**config.mk**
```make
export PLATFORM = sky130hd
export DESIGN_NAME = spi_master_slave_core
export DESIGN_NICKNAME = d
export VERILOG_FILES = /design/src/rtl/spi_core_pkg.sv /design/src/rtl/spi_master_slave_core.sv
export VERILOG_INCLUDE_DIRS = /design/src /design/src/rtl
export SDC_FILE = /design/constraint.sdc
export NUM_CORES = 1
export LEC_CHECK = 0
export BUFFER_PORTS_ARGS = -buffer_cell sky130_fd_sc_hd__buf_4
export CAP_MARGIN = 40
export CORE_UTILIZATION = 30
export CTS_CLUSTER_SIZE = 12
export DETAILED_ROUTE_END_ITERATION = 10
export MAX_ROUTING_LAYER = met4
export PLACE_DENSITY = 0.43
export SYNTH_ARGS = -nofsm -noshare
export SYNTH_HDL_FRONTEND = slang
export SYNTH_SLANG_ARGS = --single-unit
```
**constraint.sdc**
```tcl
create_clock -name mclk_i -period 16.7 [get_ports mclk_i]
set_clock_uncertainty 0.05 [all_clocks]
set_input_delay 0 -clock mclk_i [delete_from_list [all_inputs] [get_ports mclk_i]]
set_output_delay 0 -clock mclk_i [all_outputs]
set_load 0.05 [all_outputs]
```
**src/rtl/spi_core_defines.svh**
```systemverilog
// constants of the serial controller: field resets, depths, timing counts
// What this block does
// - four deep 32-bit transmit queue
// - transmit queue eight deep for 8-16 bit words
// - receive queue four deep, eight for short words
// - queue word loads 32-bit transmit shifter
// - receive shifter assembles word, then queued
// - four stage one-bit skew on each side
// - nine bit divisor makes peripheral clock
// - master drives bus clock, slave takes it
// - role bit chooses master or slave
// - duplex bit picks full or one-line transfer
// - pin directions follow master or slave role
// - select polarity bit sets active level
// - idle bus clock level follows polarity bit
// - edge bits pick launch and sample edges
// - word width field sets bits per word
// - unit flag set after each whole word
// - bit order bit picks lsb or msb first
// - master gap between words set by field
// - gap field resets to three
// - first word starts 1 plus 6 cycles later
// - auto select leads 1, trails 1.5 clocks
`ifndef SPI_CORE_DEFINES_SVH
`define SPI_CORE_DEFINES_SVH
// ============================================
// reset values and depths
`define GAP_RESET 4'h3
`define DIV_RESET 9'h000
`define WIDTH_RESET 5'h08
`define DEPTH_WIDE 4'h4
`define DEPTH_NARROW 4'h8
`define MIN_WIDTH 6'h08
`define NARROW_MAX 6'h10
// ============================================
// timing counts; the HALF counts are in half bus clock periods, the others in whole ones
`define LEAD_PCLK 6'h06
`define LEAD_HALF (`LEAD_PCLK + `LEAD_PCLK)
`define SEL_LEAD_HALF 6'h02
`define SEL_TRAIL_HALF 6'h03
`define AUTO_GAP_MIN 4'h3
`endif

```
**src/rtl/spi_core_pkg.sv**
```systemverilog
// types shared by the serial controller
package spi_core_pkg;
  // ============================================
  // configuration captured on a write
  typedef struct packed {
    logic role_slave;
    logic duplex_select;
    logic data_dir;
    logic lsb_first;
    logic [4:0] word_width;
    logic clock_idle_level;
    logic transmit_edge_select;
    logic receive_edge_select;
    logic [3:0] word_gap_length;
    logic select_active_polarity;
    logic auto_select_enable;
    logic select_manual;
    logic [8:0] clk_div;
  } cfg_t;
  // ============================================
  // sequencer states, one-hot
  typedef enum logic [4:0] {
    ST_IDLE = 5'h01,
    ST_LEAD = 5'h02,
    ST_SHIFT = 5'h04,
    ST_GAP = 5'h08,
    ST_TRAIL = 5'h10
  } state_t;
endpackage

```
**src/rtl/spi_master_slave_core.sv**
```systemverilog
// serial master/slave controller with word queues and skew buffers
`timescale 1ns/1ps
`include "spi_core_defines.svh"

// ============================================
// word queue with a run-time depth limit
module spi_word_fifo #(
  parameter int WIDTH = 32,
  parameter int DEPTH = 8
) (
  input wire logic mclk_i,
  input wire logic rstn_i,
  input wire logic [3:0] limit_i,
  input wire logic [WIDTH-1:0] in_data_i,
  input wire logic in_valid_i,
  output logic in_ready_o,
  output logic [WIDTH-1:0] out_data_o,
  output logic out_valid_o,
  input wire logic out_ready_i,
  output logic [3:0] count_o
);
  localparam int AW = $clog2(DEPTH);
  logic [WIDTH-1:0] mem [DEPTH];
  logic [AW-1:0] wr_ptr_reg;
  logic [AW-1:0] rd_ptr_reg;
  logic [3:0] count_reg;
  logic push;
  logic pop;

  // handshakes; full honours the active depth
  assign in_ready_o = (count_reg < limit_i);
  assign out_valid_o = (count_reg != 4'h0);
  assign push = in_valid_i & in_ready_o;
  assign pop = out_valid_o & out_ready_i;
  assign out_data_o = mem[rd_ptr_reg];
  assign count_o = count_reg;

  // storage write
  always_ff @(posedge mclk_i) begin
    if (push) begin
      mem[wr_ptr_reg] <= in_data_i;
    end
  end

  // pointers and fill level
  always_ff @(posedge mclk_i) begin
    if (!rstn_i) begin
      wr_ptr_reg <= '0;
      rd_ptr_reg <= '0;
      count_reg <= 4'h0;
    end else begin
      if (push) wr_ptr_reg <= wr_ptr_reg + 1'b1;
      if (pop) rd_ptr_reg <= rd_ptr_reg + 1'b1;
      count_reg <= count_reg + {3'h0, push} - {3'h0, pop};
    end
  end
endmodule

// ============================================
// controller top
module spi_master_slave_core
  import spi_core_pkg::*;
(
  input wire logic mclk_i,
  input wire logic rstn_i,
  input wire cfg_t cfg_i,
  input wire logic cfg_write_i,
  input wire logic [31:0] tx_data_i,
  input wire logic tx_valid_i,
  output logic tx_ready_o,
  output logic [31:0] rx_data_o,
  output logic rx_valid_o,
  input wire logic rx_ready_i,
  output logic [3:0] tx_level_o,
  output logic [3:0] rx_level_o,
  output logic busy_o,
  output logic unit_flag_o,
  output logic rx_overrun_o,
  input wire logic status_clr_i,
  input wire logic bus_clock_pin_i,
  output logic bus_clock_pin_o,
  output logic bus_clock_pin_oe_o,
  input wire logic select_pin_i,
  output logic select_pin_o,
  output logic select_pin_oe_o,
  input wire logic data_out_pin_i,
  output logic data_out_pin_o,
  output logic data_out_pin_oe_o,
  input wire logic data_in_pin_i,
  output logic data_in_pin_o,
  output logic data_in_pin_oe_o
);
  // word width field, 0 meaning 32, floored at 8
  function automatic logic [5:0] width_of(input logic [4:0] f);
    if (f == 5'h00) return 6'h20;
    if ({1'b0, f} < `MIN_WIDTH) return `MIN_WIDTH;
    return {1'b0, f};
  endfunction

  // map data bits to stream order and back (self-inverse)
  function automatic logic [31:0] order_bits(input logic [31:0] d,
    input logic [5:0] w, input logic lsb);
    logic [31:0] r;
    r = '0;
    for (int i = 0; i < 32; i++) begin
      if (lsb) r[i] = d[i];
      else if (i < int'(w)) r[i] = d[int'(w) - 1 - i];
    end
    return r;
  endfunction

  cfg_t cfg_reg;
  state_t state_reg;
  logic [8:0] div_cnt_reg;
  logic [5:0] cnt_reg;
  logic [6:0] edge_cnt_reg;
  logic [5:0] rx_cnt_reg;
  logic [31:0] tx_sh_reg;
  logic [3:0] tx_skew_reg;
  logic [31:0] rx_sh_reg;
  logic [3:0] rx_skew_reg;
  logic sclk_reg;
  logic sel_act_reg;
  logic sel_o_reg;
  logic dout_reg;
  logic rx_push_reg;
  logic unit_reg;
  logic overrun_reg;
  logic [3:0] sync1_reg;
  logic [3:0] sync2_reg;
  logic [3:0] sync3_reg;

  // ============================================
  // configuration register, gap field resets to 3 periods
  always_ff @(posedge mclk_i) begin
    if (!rstn_i) begin
      cfg_reg <= '0;
      cfg_reg.word_width <= `WIDTH_RESET;
      cfg_reg.word_gap_length <= `GAP_RESET;
      cfg_reg.clk_div <= `DIV_RESET;
    end else if (cfg_write_i) begin
      cfg_reg <= cfg_i;
    end
  end

  // ============================================
  // pin synchronisers: clock, select, data out pin, data in pin
  always_ff @(posedge mclk_i) begin
    if (!rstn_i) begin
      sync1_reg <= 4'h0;
      sync2_reg <= 4'h0;
      sync3_reg <= 4'h0;
    end else begin
      sync1_reg <= {data_in_pin_i, data_out_pin_i, select_pin_i,
                    bus_clock_pin_i};
      sync2_reg <= sync1_reg;
      sync3_reg <= sync2_reg;
    end
  end

  // ============================================
  // decode of mode, width and depth
  wire is_slave = cfg_reg.role_slave;
  wire half_dpx = cfg_reg.duplex_select;
  wire [5:0] width = width_of(cfg_reg.word_width);
  wire narrow = (width <= `NARROW_MAX);
  wire [3:0] depth = narrow ? `DEPTH_NARROW : `DEPTH_WIDE;
  wire [3:0] gap = cfg_reg.word_gap_length;
  wire [5:0] gap_half = {1'b0, gap, 1'b0};
  wire sel_in_act = (sync2_reg[1] == cfg_reg.select_active_polarity);
  wire sel_in_was = (sync3_reg[1] == cfg_reg.select_active_polarity);
  wire slave_sel = is_slave & sel_in_act;
  wire slave_start = is_slave & sel_in_act & ~sel_in_was;
  wire s_rise = sync2_reg[0] & ~sync3_reg[0];
  wire s_fall = ~sync2_reg[0] & sync3_reg[0];

  // ============================================
  // queues
  logic tx_out_valid;
  logic [31:0] tx_out_data;
  logic rx_in_ready;
  logic load;
  logic [31:0] rx_word;
  spi_word_fifo #(.WIDTH(32), .DEPTH(8)) u_tx_fifo (
    .mclk_i(mclk_i),
    .rstn_i(rstn_i),
    .limit_i(depth),
    .in_data_i(tx_data_i),
    .in_valid_i(tx_valid_i),
    .in_ready_o(tx_ready_o),
    .out_data_o(tx_out_data),
    .out_valid_o(tx_out_valid),
    .out_ready_i(load),
    .count_o(tx_level_o)
  );
  spi_word_fifo #(.WIDTH(32), .DEPTH(8)) u_rx_fifo (
    .mclk_i(mclk_i),
    .rstn_i(rstn_i),
    .limit_i(depth),
    .in_data_i(rx_word),
    .in_valid_i(rx_push_reg),
    .in_ready_o(rx_in_ready),
    .out_data_o(rx_data_o),
    .out_valid_o(rx_valid_o),
    .out_ready_i(rx_ready_i),
    .count_o(rx_level_o)
  );

  // ============================================
  // peripheral clock divider, one tick per half bus clock
  wire half_tick = (div_cnt_reg == cfg_reg.clk_div);
  always_ff @(posedge mclk_i) begin
    if (!rstn_i || state_reg == ST_IDLE || half_tick) div_cnt_reg <= '0;
    else div_cnt_reg <= div_cnt_reg + 9'h001;
  end

  // ============================================
  // edge decode, shared by both roles
  wire m_shift = ~is_slave & (state_reg == ST_SHIFT);
  wire edge_ev = m_shift ? half_tick : (slave_sel & (s_rise | s_fall));
  wire edge_neg = m_shift ? sclk_reg : s_fall;
  wire launch = edge_ev & (edge_neg == cfg_reg.transmit_edge_select) &
                (edge_cnt_reg != 7'h00);
  wire sample = edge_ev & (edge_neg == cfg_reg.receive_edge_select) &
                (rx_cnt_reg < width);
  wire word_done = sample & (rx_cnt_reg == width - 6'h01);
  wire last_edge = edge_ev &
                   (edge_cnt_reg == {width, 1'b0} - 7'h01);
  // receive line: master full duplex uses data in pin
  wire rx_bit = (~is_slave & ~half_dpx) ? sync2_reg[3] : sync2_reg[2];

  // ============================================
  // master word launch conditions
  wire can_go = tx_out_valid & rx_in_ready & ~rx_push_reg;
  wire n_zero = (gap == 4'h0);
  wire m_load_lead = (state_reg == ST_LEAD) & half_tick &
                     (cnt_reg == `LEAD_HALF - 6'h02);
  wire m_load_b2b = m_shift & last_edge & n_zero & can_go;
  wire m_load_gap = (state_reg == ST_GAP) & half_tick & can_go &
                    (cnt_reg >= gap_half - 6'h01);
  wire m_load = ~is_slave & (m_load_lead | m_load_b2b | m_load_gap);
  wire s_load = slave_start | (slave_sel & word_done);
  wire word_load = m_load | s_load;
  assign load = word_load & tx_out_valid;
  // empty queue in slave mode shifts out zeros
  wire [31:0] stream = order_bits(load ? tx_out_data : 32'h0,
                                  width, cfg_reg.lsb_first);
  assign rx_word = order_bits(rx_sh_reg, width, cfg_reg.lsb_first);

  // ============================================
  // master sequencer
  always_ff @(posedge mclk_i) begin
    if (!rstn_i || is_slave) begin
      state_reg <= ST_IDLE;
      cnt_reg <= 6'h00;
    end else begin
      case (state_reg)
        ST_IDLE: begin
          cnt_reg <= 6'h00;
          if (can_go) state_reg <= ST_LEAD;
        end
        ST_LEAD: begin
          if (half_tick) cnt_reg <= cnt_reg + 6'h01;
          if (m_load_lead) state_reg <= ST_SHIFT;
        end
        ST_SHIFT: begin
          cnt_reg <= 6'h00;
          if (last_edge && !m_load_b2b) begin
            state_reg <= tx_out_valid ? ST_GAP : ST_TRAIL;
          end
        end
        ST_GAP: begin
          if (half_tick && cnt_reg != 6'h3f) cnt_reg <= cnt_reg + 6'h01;
          if (m_load_gap) state_reg <= ST_SHIFT;
        end
        ST_TRAIL: begin
          if (half_tick) cnt_reg <= cnt_reg + 6'h01;
          if (half_tick && cnt_reg == `SEL_TRAIL_HALF - 6'h01) begin
            state_reg <= ST_IDLE;
          end
        end
        default: state_reg <= ST_IDLE;
      endcase
    end
  end

  // ============================================
  // auto select timing: lead one clock, trail one and a half
  wire sel_on = half_tick & (
    ((state_reg == ST_LEAD) &
     (cnt_reg == `LEAD_HALF - `SEL_LEAD_HALF - 6'h01)) |
    ((state_reg == ST_GAP) & (cnt_reg == gap_half - `SEL_LEAD_HALF)));
  wire sel_off = half_tick & (cnt_reg == `SEL_TRAIL_HALF - 6'h01) & (
    (state_reg == ST_TRAIL) |
    ((state_reg == ST_GAP) & (gap >= `AUTO_GAP_MIN)));
  wire sel_act = cfg_reg.auto_select_enable ? sel_act_reg :
                 cfg_reg.select_manual;
  always_ff @(posedge mclk_i) begin
    if (!rstn_i || is_slave) sel_act_reg <= 1'b0;
    else if (sel_on) sel_act_reg <= 1'b1;
    else if (sel_off) sel_act_reg <= 1'b0;
  end

  // ============================================
  // bus clock generation, idles at configured level
  always_ff @(posedge mclk_i) begin
    if (!rstn_i) sclk_reg <= 1'b0;
    else if (!m_shift) sclk_reg <= cfg_reg.clock_idle_level;
    else if (half_tick) sclk_reg <= ~sclk_reg;
  end

  // ============================================
  // edge and bit counters
  always_ff @(posedge mclk_i) begin
    if (!rstn_i || word_load || (is_slave && !slave_sel)) begin
      edge_cnt_reg <= 7'h00;
      rx_cnt_reg <= 6'h00;
    end else begin
      if (edge_ev) edge_cnt_reg <= edge_cnt_reg + 7'h01;
      if (sample) rx_cnt_reg <= rx_cnt_reg + 6'h01;
    end
  end

  // ============================================
  // transmit shifter and skew buffer
  always_ff @(posedge mclk_i) begin
    if (!rstn_i) begin
      tx_sh_reg <= 32'h0;
      tx_skew_reg <= 4'h0;
      dout_reg <= 1'b0;
    end else if (word_load) begin
      dout_reg <= stream[0];
      tx_skew_reg <= stream[4:1];
      tx_sh_reg <= {5'h00, stream[31:5]};
    end else if (launch) begin
      dout_reg <= tx_skew_reg[0];
      tx_skew_reg <= {tx_sh_reg[0], tx_skew_reg[3:1]};
      tx_sh_reg <= {1'b0, tx_sh_reg[31:1]};
    end
  end

  // ============================================
  // receive skew buffer and shifter, word pushed when complete
  always_ff @(posedge mclk_i) begin
    if (!rstn_i) begin
      rx_sh_reg <= 32'h0;
      rx_skew_reg <= 4'h0;
      rx_push_reg <= 1'b0;
    end else begin
      rx_push_reg <= word_done;
      if (word_load && !sample) begin
        rx_sh_reg <= 32'h0;
      end else if (sample) begin
        rx_skew_reg <= {rx_skew_reg[2:0], rx_bit};
        rx_sh_reg[rx_cnt_reg[4:0]] <= rx_bit;
      end
    end
  end

  // ============================================
  // sticky status, a set beats a clear in the same cycle
  wire overrun_set = rx_push_reg & ~rx_in_ready;
  always_ff @(posedge mclk_i) begin
    if (!rstn_i) begin
      unit_reg <= 1'b0;
      overrun_reg <= 1'b0;
    end else begin
      unit_reg <= rx_push_reg | (unit_reg & ~status_clr_i);
      overrun_reg <= overrun_set | (overrun_reg & ~status_clr_i);
    end
  end

  // ============================================
  // select pin output level from polarity
  always_ff @(posedge mclk_i) begin
    if (!rstn_i) sel_o_reg <= 1'b1; // inactive for reset polarity
    else sel_o_reg <= sel_act ~^ cfg_reg.select_active_polarity;
  end

  // ============================================
  // pin drive and directions
  wire tx_line = ~half_dpx | cfg_reg.data_dir;
  assign bus_clock_pin_o = sclk_reg;
  assign bus_clock_pin_oe_o = ~is_slave;
  assign select_pin_o = sel_o_reg;
  assign select_pin_oe_o = ~is_slave;
  assign data_out_pin_o = dout_reg;
  assign data_out_pin_oe_o = is_slave ? (half_dpx & cfg_reg.data_dir &
                             slave_sel) : tx_line;
  assign data_in_pin_o = dout_reg;
  assign data_in_pin_oe_o = slave_sel & ~half_dpx;
  assign busy_o = (state_reg != ST_IDLE) | tx_out_valid | slave_sel;
  assign unit_flag_o = unit_reg;
  assign rx_overrun_o = overrun_reg;
endmodule

```
Word-level counts from Yosys, hierarchy flattened
Memory sizes are Yosys's and may differ from the RTL's. A register that Yosys moved wholly into a read port is not among the register bits. Cells that the tools add are included.

Register bits: 161. RAM bits: 512. Bits of input ports: 70. Output and inout port bits: 53. Logic and storage cells: 644. Memories kept: 2.

Memory list: u_rx_fifo.mem (depth 8, width 32, rd ports 1, clocked after memory_dff 1, wr ports 1, line spi_master_slave_core.sv:23) `logic [WIDTH-1:0] mem [DEPTH];`; u_tx_fifo.mem (depth 8, width 32, rd ports 1, clocked after memory_dff 1, wr ports 1, line spi_master_slave_core.sv:23).

Add/subtract/negate cells: 48. $lt $le $gt $ge: 73. Equal/unequal tests: 26. Muxes and demuxes: 365. Bitwise logic cells: 65. Reduce and logical (&&, ||, !) cells: 28.

Operator list (count): $lt A32 B7 Y1 const B (30); $bmux W1 S5 (64); $mux W1 (275); $sub A7 B6 Y8 const B (16); $lt A5 B6 Y1 const A (16); $sub A7 B5 Y8 const B (8); $mux W27 (2); $lt A4 B6 Y1 const A (8); $and A1 B1 Y1 (42); $mux W6 (6); $bwmux W32 (1); $mux W32 (1); $sub A7 B4 Y8 const B (4); $mux W5 (6); $pmux W5 S5 (1); $lt A3 B6 Y1 const A (4); $pmux W6 S3 (1); $sub A7 B3 Y8 const B (2); $add A3 B1 Y3 const B (4); $add A6 B1 Y6 const B (2); $eq A6 B4 Y1 const B (2); $eq A6 B6 Y1 (2); $lt A1 B6 Y1 const A (2); $lt A2 B6 Y1 const A (2); 51 further kinds (104).

Depth between registers and ports, before layout
Gate-level depths: netlist of the first run.

Depth in word-level cells: 23. Gate-level depth with buffers: 27. Depth with buffers taken out: 21.

Cells and area by module
A second synthesis of the first run with hierarchy kept.

Cells, all modules: 2335. Area, all modules: 33449.6 µm².

Modules (own cells, without submodules): spi_master_slave_core (instances 1, cells an instance 1417, area each 12401.9 µm², seq. area each 2822.7 µm²); spi_word_fifo (u_rx_fifo) (instances 1, cells an instance 459, area each 10526.3 µm², seq. area each 7947.6 µm²); spi_word_fifo (u_tx_fifo) (instances 1, cells an instance 459, area each 10521.3 µm², seq. area each 7947.6 µm²).

Least setup slack after synthesis of the first run
Ideal clock, no wire load.

Kind: reg-to-reg. Start point: reg cfg_reg[23] (netlist name). End point: mem u_tx_fifo.mem[2][0] (enable). Setup time: 0.513 ns. Data arrival time: 7.608 ns. Data required time: 16.137 ns. Setup slack: 8.529 ns. Cell stages (with the launch flop): 16. Buffers on the path: 5. Clock period less this slack: 8.171 ns. Cell sequence: dfxtp_1 -> buf_2 -> o21ai_1 -> buf_2 -> buf_2 -> buf_1 -> ha_1 -> clkbuf_1 -> or3b_2 -> a21boi_0 -> inv_1 -> ha_1 -> o21a_1 -> nor2_1 -> nand2_1 -> nor4b_1.

Cells in the longest elaborated chain, start to end: 11. Elaborated cells on any way between the ends: 14. Classes of those cells: order compare: 3; mux: 9; bitwise: 1; reduce/logical: 1.

RTL lines: start: declaration (line spi_master_slave_core.sv:112) `cfg_t cfg_reg;`; start signal: assignment (line spi_master_slave_core.sv:142) `cfg_reg <= cfg_i;`; $lt A5 B4 Y1 (no source line); $mux W1 (2 in a row) (line spi_master_slave_core.sv:96) `` if ({1'b0, f} < `MIN_WIDTH) return `MIN_WIDTH; ``; $mux W6 (line spi_master_slave_core.sv:97) `return {1'b0, f};`; $mux W6 * (line spi_master_slave_core.sv:96); $le A6 B5 Y1 (no source line) *; $mux W4 (no source line) *; $lt A4 B4 Y1 * (line spi_master_slave_core.sv:31) `assign in_ready_o = (count_reg < limit_i);`; named net tx_ready_o (line spi_master_slave_core.sv:70) `output logic tx_ready_o,`; $and A1 B1 Y1 * (line spi_master_slave_core.sv:33) `assign push = in_valid_i & in_ready_o;`; $mux W1 * (line spi_master_slave_core.sv:40) `if (push) begin`; $mux W1 (implied by the code) * (line spi_master_slave_core.sv:41) `mem[wr_ptr_reg] <= in_data_i;`; end: declaration (line spi_master_slave_core.sv:23).

The timed path passes the listed nets; every way through them passes the cells marked *. The select of a mux whose other input is x is not followed.

Worst setup path in the final report of the first run
Start point: reg cfg_reg[23] (netlist name). End point: reg u_tx_fifo.count_reg[1], in the netlist u_tx_fifo.count_o[1].

Cells in the longest elaborated chain, start to end: 18. Elaborated cells on any way between the ends: 38. Classes of those cells: add/sub: 4; order compare: 5; eq/ne: 2; mux: 7; bitwise: 19; reduce/logical: 1.

RTL lines: $lt A5 B4 Y1 (no source line); $mux W1 (2 in a row) (line spi_master_slave_core.sv:96); $mux W6 (line spi_master_slave_core.sv:97); $mux W6 * (line spi_master_slave_core.sv:96); $le A6 B5 Y1 (no source line) / $sub A7 B1 Y7 (equally long branches); $mux W4 (no source line) / $eq A7 B7 Y1 (equally long branches); $lt A4 B4 Y1 / $and A1 B1 Y1 (equally long branches) (line spi_master_slave_core.sv:31, spi_master_slave_core.sv:227); $and A1 B1 Y1, on equally long branches (2 in a row) (line spi_master_slave_core.sv:234, spi_master_slave_core.sv:238); $and A1 B1 Y1, on equally long branches (line spi_master_slave_core.sv:238, spi_master_slave_core.sv:239); $or A1 B1 Y1 / $and A1 B1 Y1 (equally long branches) (line spi_master_slave_core.sv:241, spi_master_slave_core.sv:239); $or A1 B1 Y1 (line spi_master_slave_core.sv:241) `wire m_load = ~is_slave & (m_load_lead | m_load_b2b | m_load_gap);`; $and A1 B1 Y1 (line spi_master_slave_core.sv:241); $or A1 B1 Y1 (line spi_master_slave_core.sv:243) `wire word_load = m_load | s_load;`; $and A1 B1 Y1 (line spi_master_slave_core.sv:244) `assign load = word_load & tx_out_valid;`; $and A1 B1 Y1 (line spi_master_slave_core.sv:34) `assign pop = out_valid_o & out_ready_i;`; $sub A4 B1 Y4 * (line spi_master_slave_core.sv:54) `count_reg <= count_reg + {3'h0, push} - {3'h0, pop};`; end signal: assignment (line spi_master_slave_core.sv:54); end: declaration (line spi_master_slave_core.sv:26) `logic [3:0] count_reg;`.

Mark *: on every way between the ends. The rest lies on a longest branch, timed or not. The select of a mux whose other input is x is not followed. A chain may end at the register's enable or synchronous reset.

==> results.yml, run 1 <==
placed_design:
  buffer_ports.inserted: 122
  gp_congestion: 0.8842
  placed_cells: 3977
  dp.final_hpwl_um: 65360
sta:
  period_share: 0.4039
  period_needed_ns: 6.746
  hold_violations: 0
  setup_repair_after_global_routing_missed_its_margin: "false"
  slew_headroom: 0.2338
  setup-tns-final_ns: 0
  max_slew.worst_pin.slew_ns: 1.149
  timing.final.setup_violations: 0
  drv_slew: 0
  clock.fmax_mhz: 148.2
power:
  power.leakage_nw: 13.33
  total_power_w: 0.004682
  peakVddDrop_mv: 0.08084
  power.density_nw_per_um2: 117.3
logic_synthesis:
  synthesized_area_fraction_occupied_by_ao_oa_aoi_and_oai_cells: 0.05804
  post_synth_fa_ha_maj_area_fraction: 0.02210
  synthesis.area_um2: 33520
  synth_enable_flop_cells: 512
  synth_top_flop_cell: "sky130_fd_sc_hd__edfxtp_1"
  synth_mux_area_frac: 0.2355
  synthArstFlopShare: 0
  synth.top_cell.area_share: 0.4586
  mappedNetlistNets: 2564
  post_synth_xor_area_fraction: 0.02422
  synth_top_area_cell: "sky130_fd_sc_hd__edfxtp_1"
  ys_ff_latch: 679
  synthSimpleGateAreaFrac: 0.07390
  seq_area_frac_synth: 0.5584
  post_synth_num_cell_types: 95
  netlist_instances: 2436
  netlist_top_cells_area: "sky130_fd_sc_hd__edfxtp_1, sky130_fd_sc_hd__mux4_2, sky130_fd_sc_hd__dfxtp_1, sky130_fd_sc_hd__mux2i_1, sky130_fd_sc_hd__mux2_2"
  cell_with_the_most_instances_after_synthesis: "sky130_fd_sc_hd__edfxtp_1"
  postSynthAreaPerCell_um2: 13.76
  top_cells_by_count_synth: "sky130_fd_sc_hd__edfxtp_1, sky130_fd_sc_hd__mux2i_1, sky130_fd_sc_hd__nor2_1"
  synth.yosys.warnings: 0
  main_combinational_cell_family_by_area_after_synthesis: "multiplexers"
clocking:
  cts_buffers: 81
  ctsHtreeMaxLevel: 3
  tritoncts: "done"
  post_cts_resized: 0
  cts_buffer_depth: 3
  clkLatencyLatePin_ns: 0.66
  clkSlewWorstSetupHoldPaths_ns: 0.06
  clk_root_buffer_cell: "sky130_fd_sc_hd__clkbuf_16"
  postCtsHoldBufs: 103
  cts_sinks: 679
  cts_setup_buffers: 0
die:
  start_util: 0.3029
  die_area_um2: 113100
  fp.dieH_um: 336.3
  placementRows: 122
  floorplan.die.width_um: 336.3
  core_region_area_um2: 110700
  pin_count: 123
detailed_routing:
  remaining_drc_errors: 0
  route.antenna.remaining_nets: 0
  viasPerCell: 5.048
  routed-via-count: 21347
  detailedRoute.firstIterationViolations: 1449
  finalWirelength_um: 97800
  drt_pre_antenna_iters: 5
  wl_per_cell_um: 23.13
worst_setup_path:
  critical_path.max_stage_delay_ns: 0.55
  worst_path_cell_trace: "o21ai_4 -> buf_4 -> ha_1 -> or3b_2 -> a21boi_0 -> inv_1 -> ha_1 -> nor3b_1 -> a22oi_2 -> a21oi_1 -> a31oi_1 -> o311a_1 -> o41ai_2 -> buf_4 -> nand2_1 -> inv_1 -> ha_1 -> inv_1 -> ha_1 -> fa_1 -> and2_1"
  critical_path.endpoint_type: "register"
  arrival_ns: 7.22
  worst_setup_path_start_kind: "register"
  critPathBufInv: 5
  critical_path_class: "register to register"
  crit_required_ns: 17.18
  critical_path.most_common_cell: "sky130_fd_sc_hd__ha_1"
  crit_path_top_delay_cell: "sky130_fd_sc_hd__dfxtp_1"
  path_max_fanout: 47
  timing.critical_path.max_delay_family: "adder cells"
cells_and_area:
  nets: 2807
  fillCellCount: 10654
  drive_above_1_share: 0.2306
  area_growth_syn_to_layout_pct: 19.06
  layout.cells.non_filler: 4229
  insertedDiodeCount: 0
global_route:
  antenna_found_initial: 0
  grt_start_max_net_pins: 62
  grt_overflow_total: 0
  grt_pass1_vias: 21921
  first_pass_grt_wire_length_um: 144600
  gr-usage-all-layers: 0.1775
run_status:
  outcome: "finished, final reports clean"
hold_path:
  worst_hold_path_type: "primary input to register"
job:
  maxCapViolCount: 0
==> routing by layer <==
layer / up-vias / global-route usage / wire length [um]
met5: - / - / 0
met4: 0 / 0.04722 / 2380
met3: 151 / 0.02918 / 3676
met2: 441 / 0.2981 / 48990
met1: 10894 / 0.2207 / 42760
li1: 9861 / - / -
==> logic make-up (layout without fill, tap and decap cells) <==
kind of cell,after synthesis,count (layout)
and+or+nand+nor,534,534
buffers and inverters,200,505
adders and majority gates,58,58
DFF,679,679
AOI/OAI and AO/OA,300,300
xor gates and xnor gates,84,84
muxes,581,581
==> through the flow <==
| step | setup WS [ns] | cell area, um2 | hold slack (ns) | utilization |
|---|---|---|---|---|
| 2_1_floorplan | 8.529 | 33520 | 0.04887 | - |
| 3_3_place_gp | 10.13 | 36150 | 0.1625 | 0.3267 |
| 3_5_place_dp | 10.02 | 36340 | 0.1606 | 0.3283 |
| 4_1_cts | 9.981 | 39890 | 0.01982 | 0.3605 |
| 5_1_grt | 9.342 | 39910 | 0.03547 | 0.3607 |
| 6_report | 9.954 | 39910 | 0.06661 | 0.3607 |
==> where the power goes <==
| group | switching, W | internal (W) |
|---|---|---|
| clock network | 0.000701 | 0.000980 |
| logic | 0.000647 | 0.000431 |
| registers | 0.0000607 | 0.00186 |
| total | 0.00141 | 0.00327 |
==> worst reg2reg max path, cell delays in order, from the launching register on <==
cell	delay (ns)
sky130_fd_sc_hd__dfxtp_1	0.55
sky130_fd_sc_hd__o21ai_4	0.23
sky130_fd_sc_hd__buf_4	0.52
sky130_fd_sc_hd__ha_1	0.52
sky130_fd_sc_hd__or3b_2	0.52
sky130_fd_sc_hd__a21boi_0	0.33
sky130_fd_sc_hd__inv_1	0.11
sky130_fd_sc_hd__ha_1	0.21
sky130_fd_sc_hd__nor3b_1	0.22
sky130_fd_sc_hd__a22oi_2	0.15
sky130_fd_sc_hd__a21oi_1	0.26
sky130_fd_sc_hd__a31oi_1	0.13
sky130_fd_sc_hd__o311a_1	0.42
sky130_fd_sc_hd__o41ai_2	0.08
sky130_fd_sc_hd__buf_4	0.45
sky130_fd_sc_hd__nand2_1	0.26
sky130_fd_sc_hd__inv_1	0.44
sky130_fd_sc_hd__ha_1	0.33
sky130_fd_sc_hd__inv_1	0.05
sky130_fd_sc_hd__ha_1	0.18
sky130_fd_sc_hd__fa_1	0.43
sky130_fd_sc_hd__and2_1	0.17
==> final timing paths <==
path                     endpoint  slack [ns]     startpoint  cells after the start
min          u_tx_fifo.mem[0][12]        0.07  tx_data_i[12]                      2
min reg2reg          sync2_reg[0]        0.40   sync1_reg[0]                      1
max          u_tx_fifo.count_o[1]        9.95    cfg_reg[23]                     21
max reg2reg  u_tx_fifo.count_o[1]        9.95    cfg_reg[23]                     21
==> layout make-up <==
class	count	area (um2)	area share
sequential	679	18730	0.4693
multi-input combinational	1557	14030	0.3516
timing repair buffer	312	2577	0.06457
clock buffer	119	2281	0.05715
tap	1488	1862	0.04664
clock inverter	26	245.2	0.006144
inverter	48	185.2	0.004639
==> placed cells by master, fill, tap and decap left out, drive strengths merged, types with 5 or more instances in the layout <==
cell         count
nand2          153
nor4             7
dlygate4sd3    103
nand4           15
xor2            33
and2            14
nand3           66
a22o            10
or3              7
nor3b           10
a21oi           72
clkinv          16
o31ai           12
nor2           189
a32o             5
inv             50
nor3            27
o22ai           13
buf            208
mux2            90
clkbuf         120
clkinvlp         6
o21ai           89
nor2b           12
mux2i          335
a31oi           15
o41ai            5
ha              56
edfxtp         512
mux4           156
dfxtp          167
xnor2           48
a221oi           8
o211ai           9
and3            10
a211oi          14
nand2b           5
Power figures use the tool's default switching activity.
==> run 2: changes to the inputs <==
ABC_AREA = 1   (was default)
clock period = 7 ns   (was 16.7 ns; I/O delays follow)
==> run 2 against run 1 <==
  * Total power rose to 2.7 times the previous value
  * Sequential power up 140%
  * Clock power up 150%
  * Wire length up 11%
  * Critical endpoint is now tx_sh_reg[2]
==> results.yml, run 2 <==
run_status:
  outcome: "finished, final reports clean"
hold_path:
  min_delay_startpoint: "tx_data_i[10]"
  worst_hold_path_type: "primary input to register"
sta:
  hold_violations: 0
  max_slew.worst_pin.slew_ns: 0.9302
  drv_slew: 0
  setup_repair_after_global_routing_missed_its_margin: "false"
  setup-tns-final_ns: 0
  timing.final.setup_violations: 0
  clock.fmax_mhz: 190.9
  slew_headroom: 0.3799
  post-route-worst-setup-slack_ns: 1.760
  period_share: 0.7485
  period_needed_ns: 5.240
detailed_routing:
  detailedRoute.firstIterationViolations: 2061
  route.antenna.remaining_nets: 0
  wl_per_cell_um: 20.58
  remaining_drc_errors: 0
  finalWirelength_um: 109000
  viasPerCell: 5.035
  drt_pre_antenna_iters: 6
  routed-via-count: 26672
logic_synthesis:
  netlist_instances: 3607
  synth.yosys.warnings: 0
  netlist_top_cells_area: "sky130_fd_sc_hd__edfxtp_1, sky130_fd_sc_hd__dfxtp_1, sky130_fd_sc_hd__nand2_1, sky130_fd_sc_hd__o21ai_0, sky130_fd_sc_hd__nor2_1"
  cell_with_the_most_instances_after_synthesis: "sky130_fd_sc_hd__nand2_1"
  synth_top_area_cell: "sky130_fd_sc_hd__edfxtp_1"
  top_cells_by_count_synth: "sky130_fd_sc_hd__nand2_1, sky130_fd_sc_hd__edfxtp_1, sky130_fd_sc_hd__nor2_1"
  postSynthAreaPerCell_um2: 9.146
  synthesis.area_um2: 32990
  synthArstFlopShare: 0
  ys_ff_latch: 679
  post_synth_num_cell_types: 50
  mappedNetlistNets: 3735
  seq_area_frac_synth: 0.5674
  synth_enable_flop_cells: 512
  synth.top_cell.area_share: 0.4660
  synth_top_flop_cell: "sky130_fd_sc_hd__edfxtp_1"
clocking:
  post_cts_resized: 0
  cts_buffers: 82
  cts_buffer_depth: 3
  clkSlewWorstSetupHoldPaths_ns: 0.06
  tritoncts: "done"
  ctsHtreeMaxLevel: 3
  cts_setup_buffers: 0
  cts_sinks: 679
  clk_root_buffer_cell: "sky130_fd_sc_hd__clkbuf_16"
  clkLatencyLatePin_ns: 0.67
power:
  total_power_w: 0.01263
  power.density_nw_per_um2: 318.1
  peakVddDrop_mv: 0.1797
  power.leakage_nw: 14.77
worst_setup_path:
  rrSetupSlack_ns: 1.76
  worst_r2r_startpoint: "cfg_reg[23]"
  path_max_fanout: 44
  worstSetupStartpoint: "cfg_reg[23]"
  timing.critical_path.max_delay_family: "simple AND/OR/NAND/NOR gates"
  crit_required_ns: 7.54
  critical_path.max_stage_delay_ns: 0.50
  worst_setup_path_start_kind: "register"
  critical_path.endpoint_type: "register"
  critPathBufInv: 5
  critical_path.most_common_cell: "sky130_fd_sc_hd__nand2_1"
  crit_path_top_delay_cell: "sky130_fd_sc_hd__buf_4"
  critical_path_class: "register to register"
  arrival_ns: 5.78
cells_and_area:
  layout_common_cells: "sky130_fd_sc_hd__nand2_1, sky130_fd_sc_hd__edfxtp_1, sky130_fd_sc_hd__nor2_1"
  register_area_um2: 18730
  commonest_non_fill_non_tap_cell_in_the_layout: "sky130_fd_sc_hd__nand2_1"
  stdcell_area_um2: 39700
  nets: 3945
  drive_above_1_share: 0.1149
  multi_input_area_um2: 12710
  fillCellCount: 11105
  area_growth_syn_to_layout_pct: 20.33
  final_core_util: 0.3642
die:
  die_area_um2: 111300
  core_region_area_um2: 109000
  placementRows: 121
  start_util: 0.3027
  pin_count: 123
  floorplan.die.width_um: 333.6
  fp.dieH_um: 333.6
placed_design:
  dp.final_hpwl_um: 72880
  place_ws_ns: 1.864
  buffer_ports.inserted: 122
  placed_cell_area_um2: 35880
  gp_congestion: 0.9352
global_route:
  grt_pass1_vias: 25248
  first_pass_grt_wire_length_um: 163900
  antenna_found_initial: 1
  grt_start_max_net_pins: 85
  gr-usage-all-layers: 0.1997
  grt_overflow_total: 0
job:
  maxCapViolCount: 0
run 2: cell families (layout without fill, tap and decap cells):
group	after synthesis	in the layout	share of synthesized area
compound gates	732	732	0.1241
buf+inv	444	719	0.05219
other cells	0	1	0
fa+ha+maj	58	58	0.02245
flops	679	679	0.5674
simple gates	1614	1614	0.2102
mux	39	39	0.01274
xor+xnor	41	41	0.01088
run 2: per-layer routing:
layer | share of wire | track usage | vias to the layer above
li1 | - | - | 12990
met3 | 0.050 | 0.02727 | 140
met1 | 0.45 | 0.2627 | 12878
met4 | 0.021 | 0.05167 | 0
met5 | 0 | - | -
met2 | 0.48 | 0.3226 | 664
run 2: report_power, final:
| group | internal (W) | switching, W |
|---|---|---|
| Clock | 0.00244 | 0.00173 |
| Combinational | 0.00107 | 0.00270 |
| Sequential | 0.00456 | 0.000117 |
run 2: final timing paths:
kind / endpoint / cells past startpoint
max: tx_sh_reg[2] / 26
min: u_tx_fifo.mem[0][10] / 2
max reg2reg: tx_sh_reg[2] / 26
min reg2reg: sync2_reg[3] / 2
run 2: metrics by stage:
stage,cells,hold slack [ns]
6_report,5297,0.06023
5_1_grt,5297,0.04462
4_1_cts,5296,0.008233
3_5_place_dp,5029,0.1400
3_3_place_gp,5000,0.1391
2_1_floorplan,3607,0.04763
run 2: what timing repair did:
item | CTS | global route
hold buffers | 118 | 0
endpoints found under the hold margin | 327 | 0
endpoints found under the setup margin | 0 | 0
run 2: area by class of cell:
class,count,share of cell area
Clock inverter,39,0.01094
Inverter,239,0.02276
Sequential cell,679,0.4718
Multi-Input combinational cell,2484,0.3201
Timing Repair Buffer,331,0.07445
Antenna cell,1,0.00006304
Clock buffer,110,0.05535
Tap cell,1414,0.04457
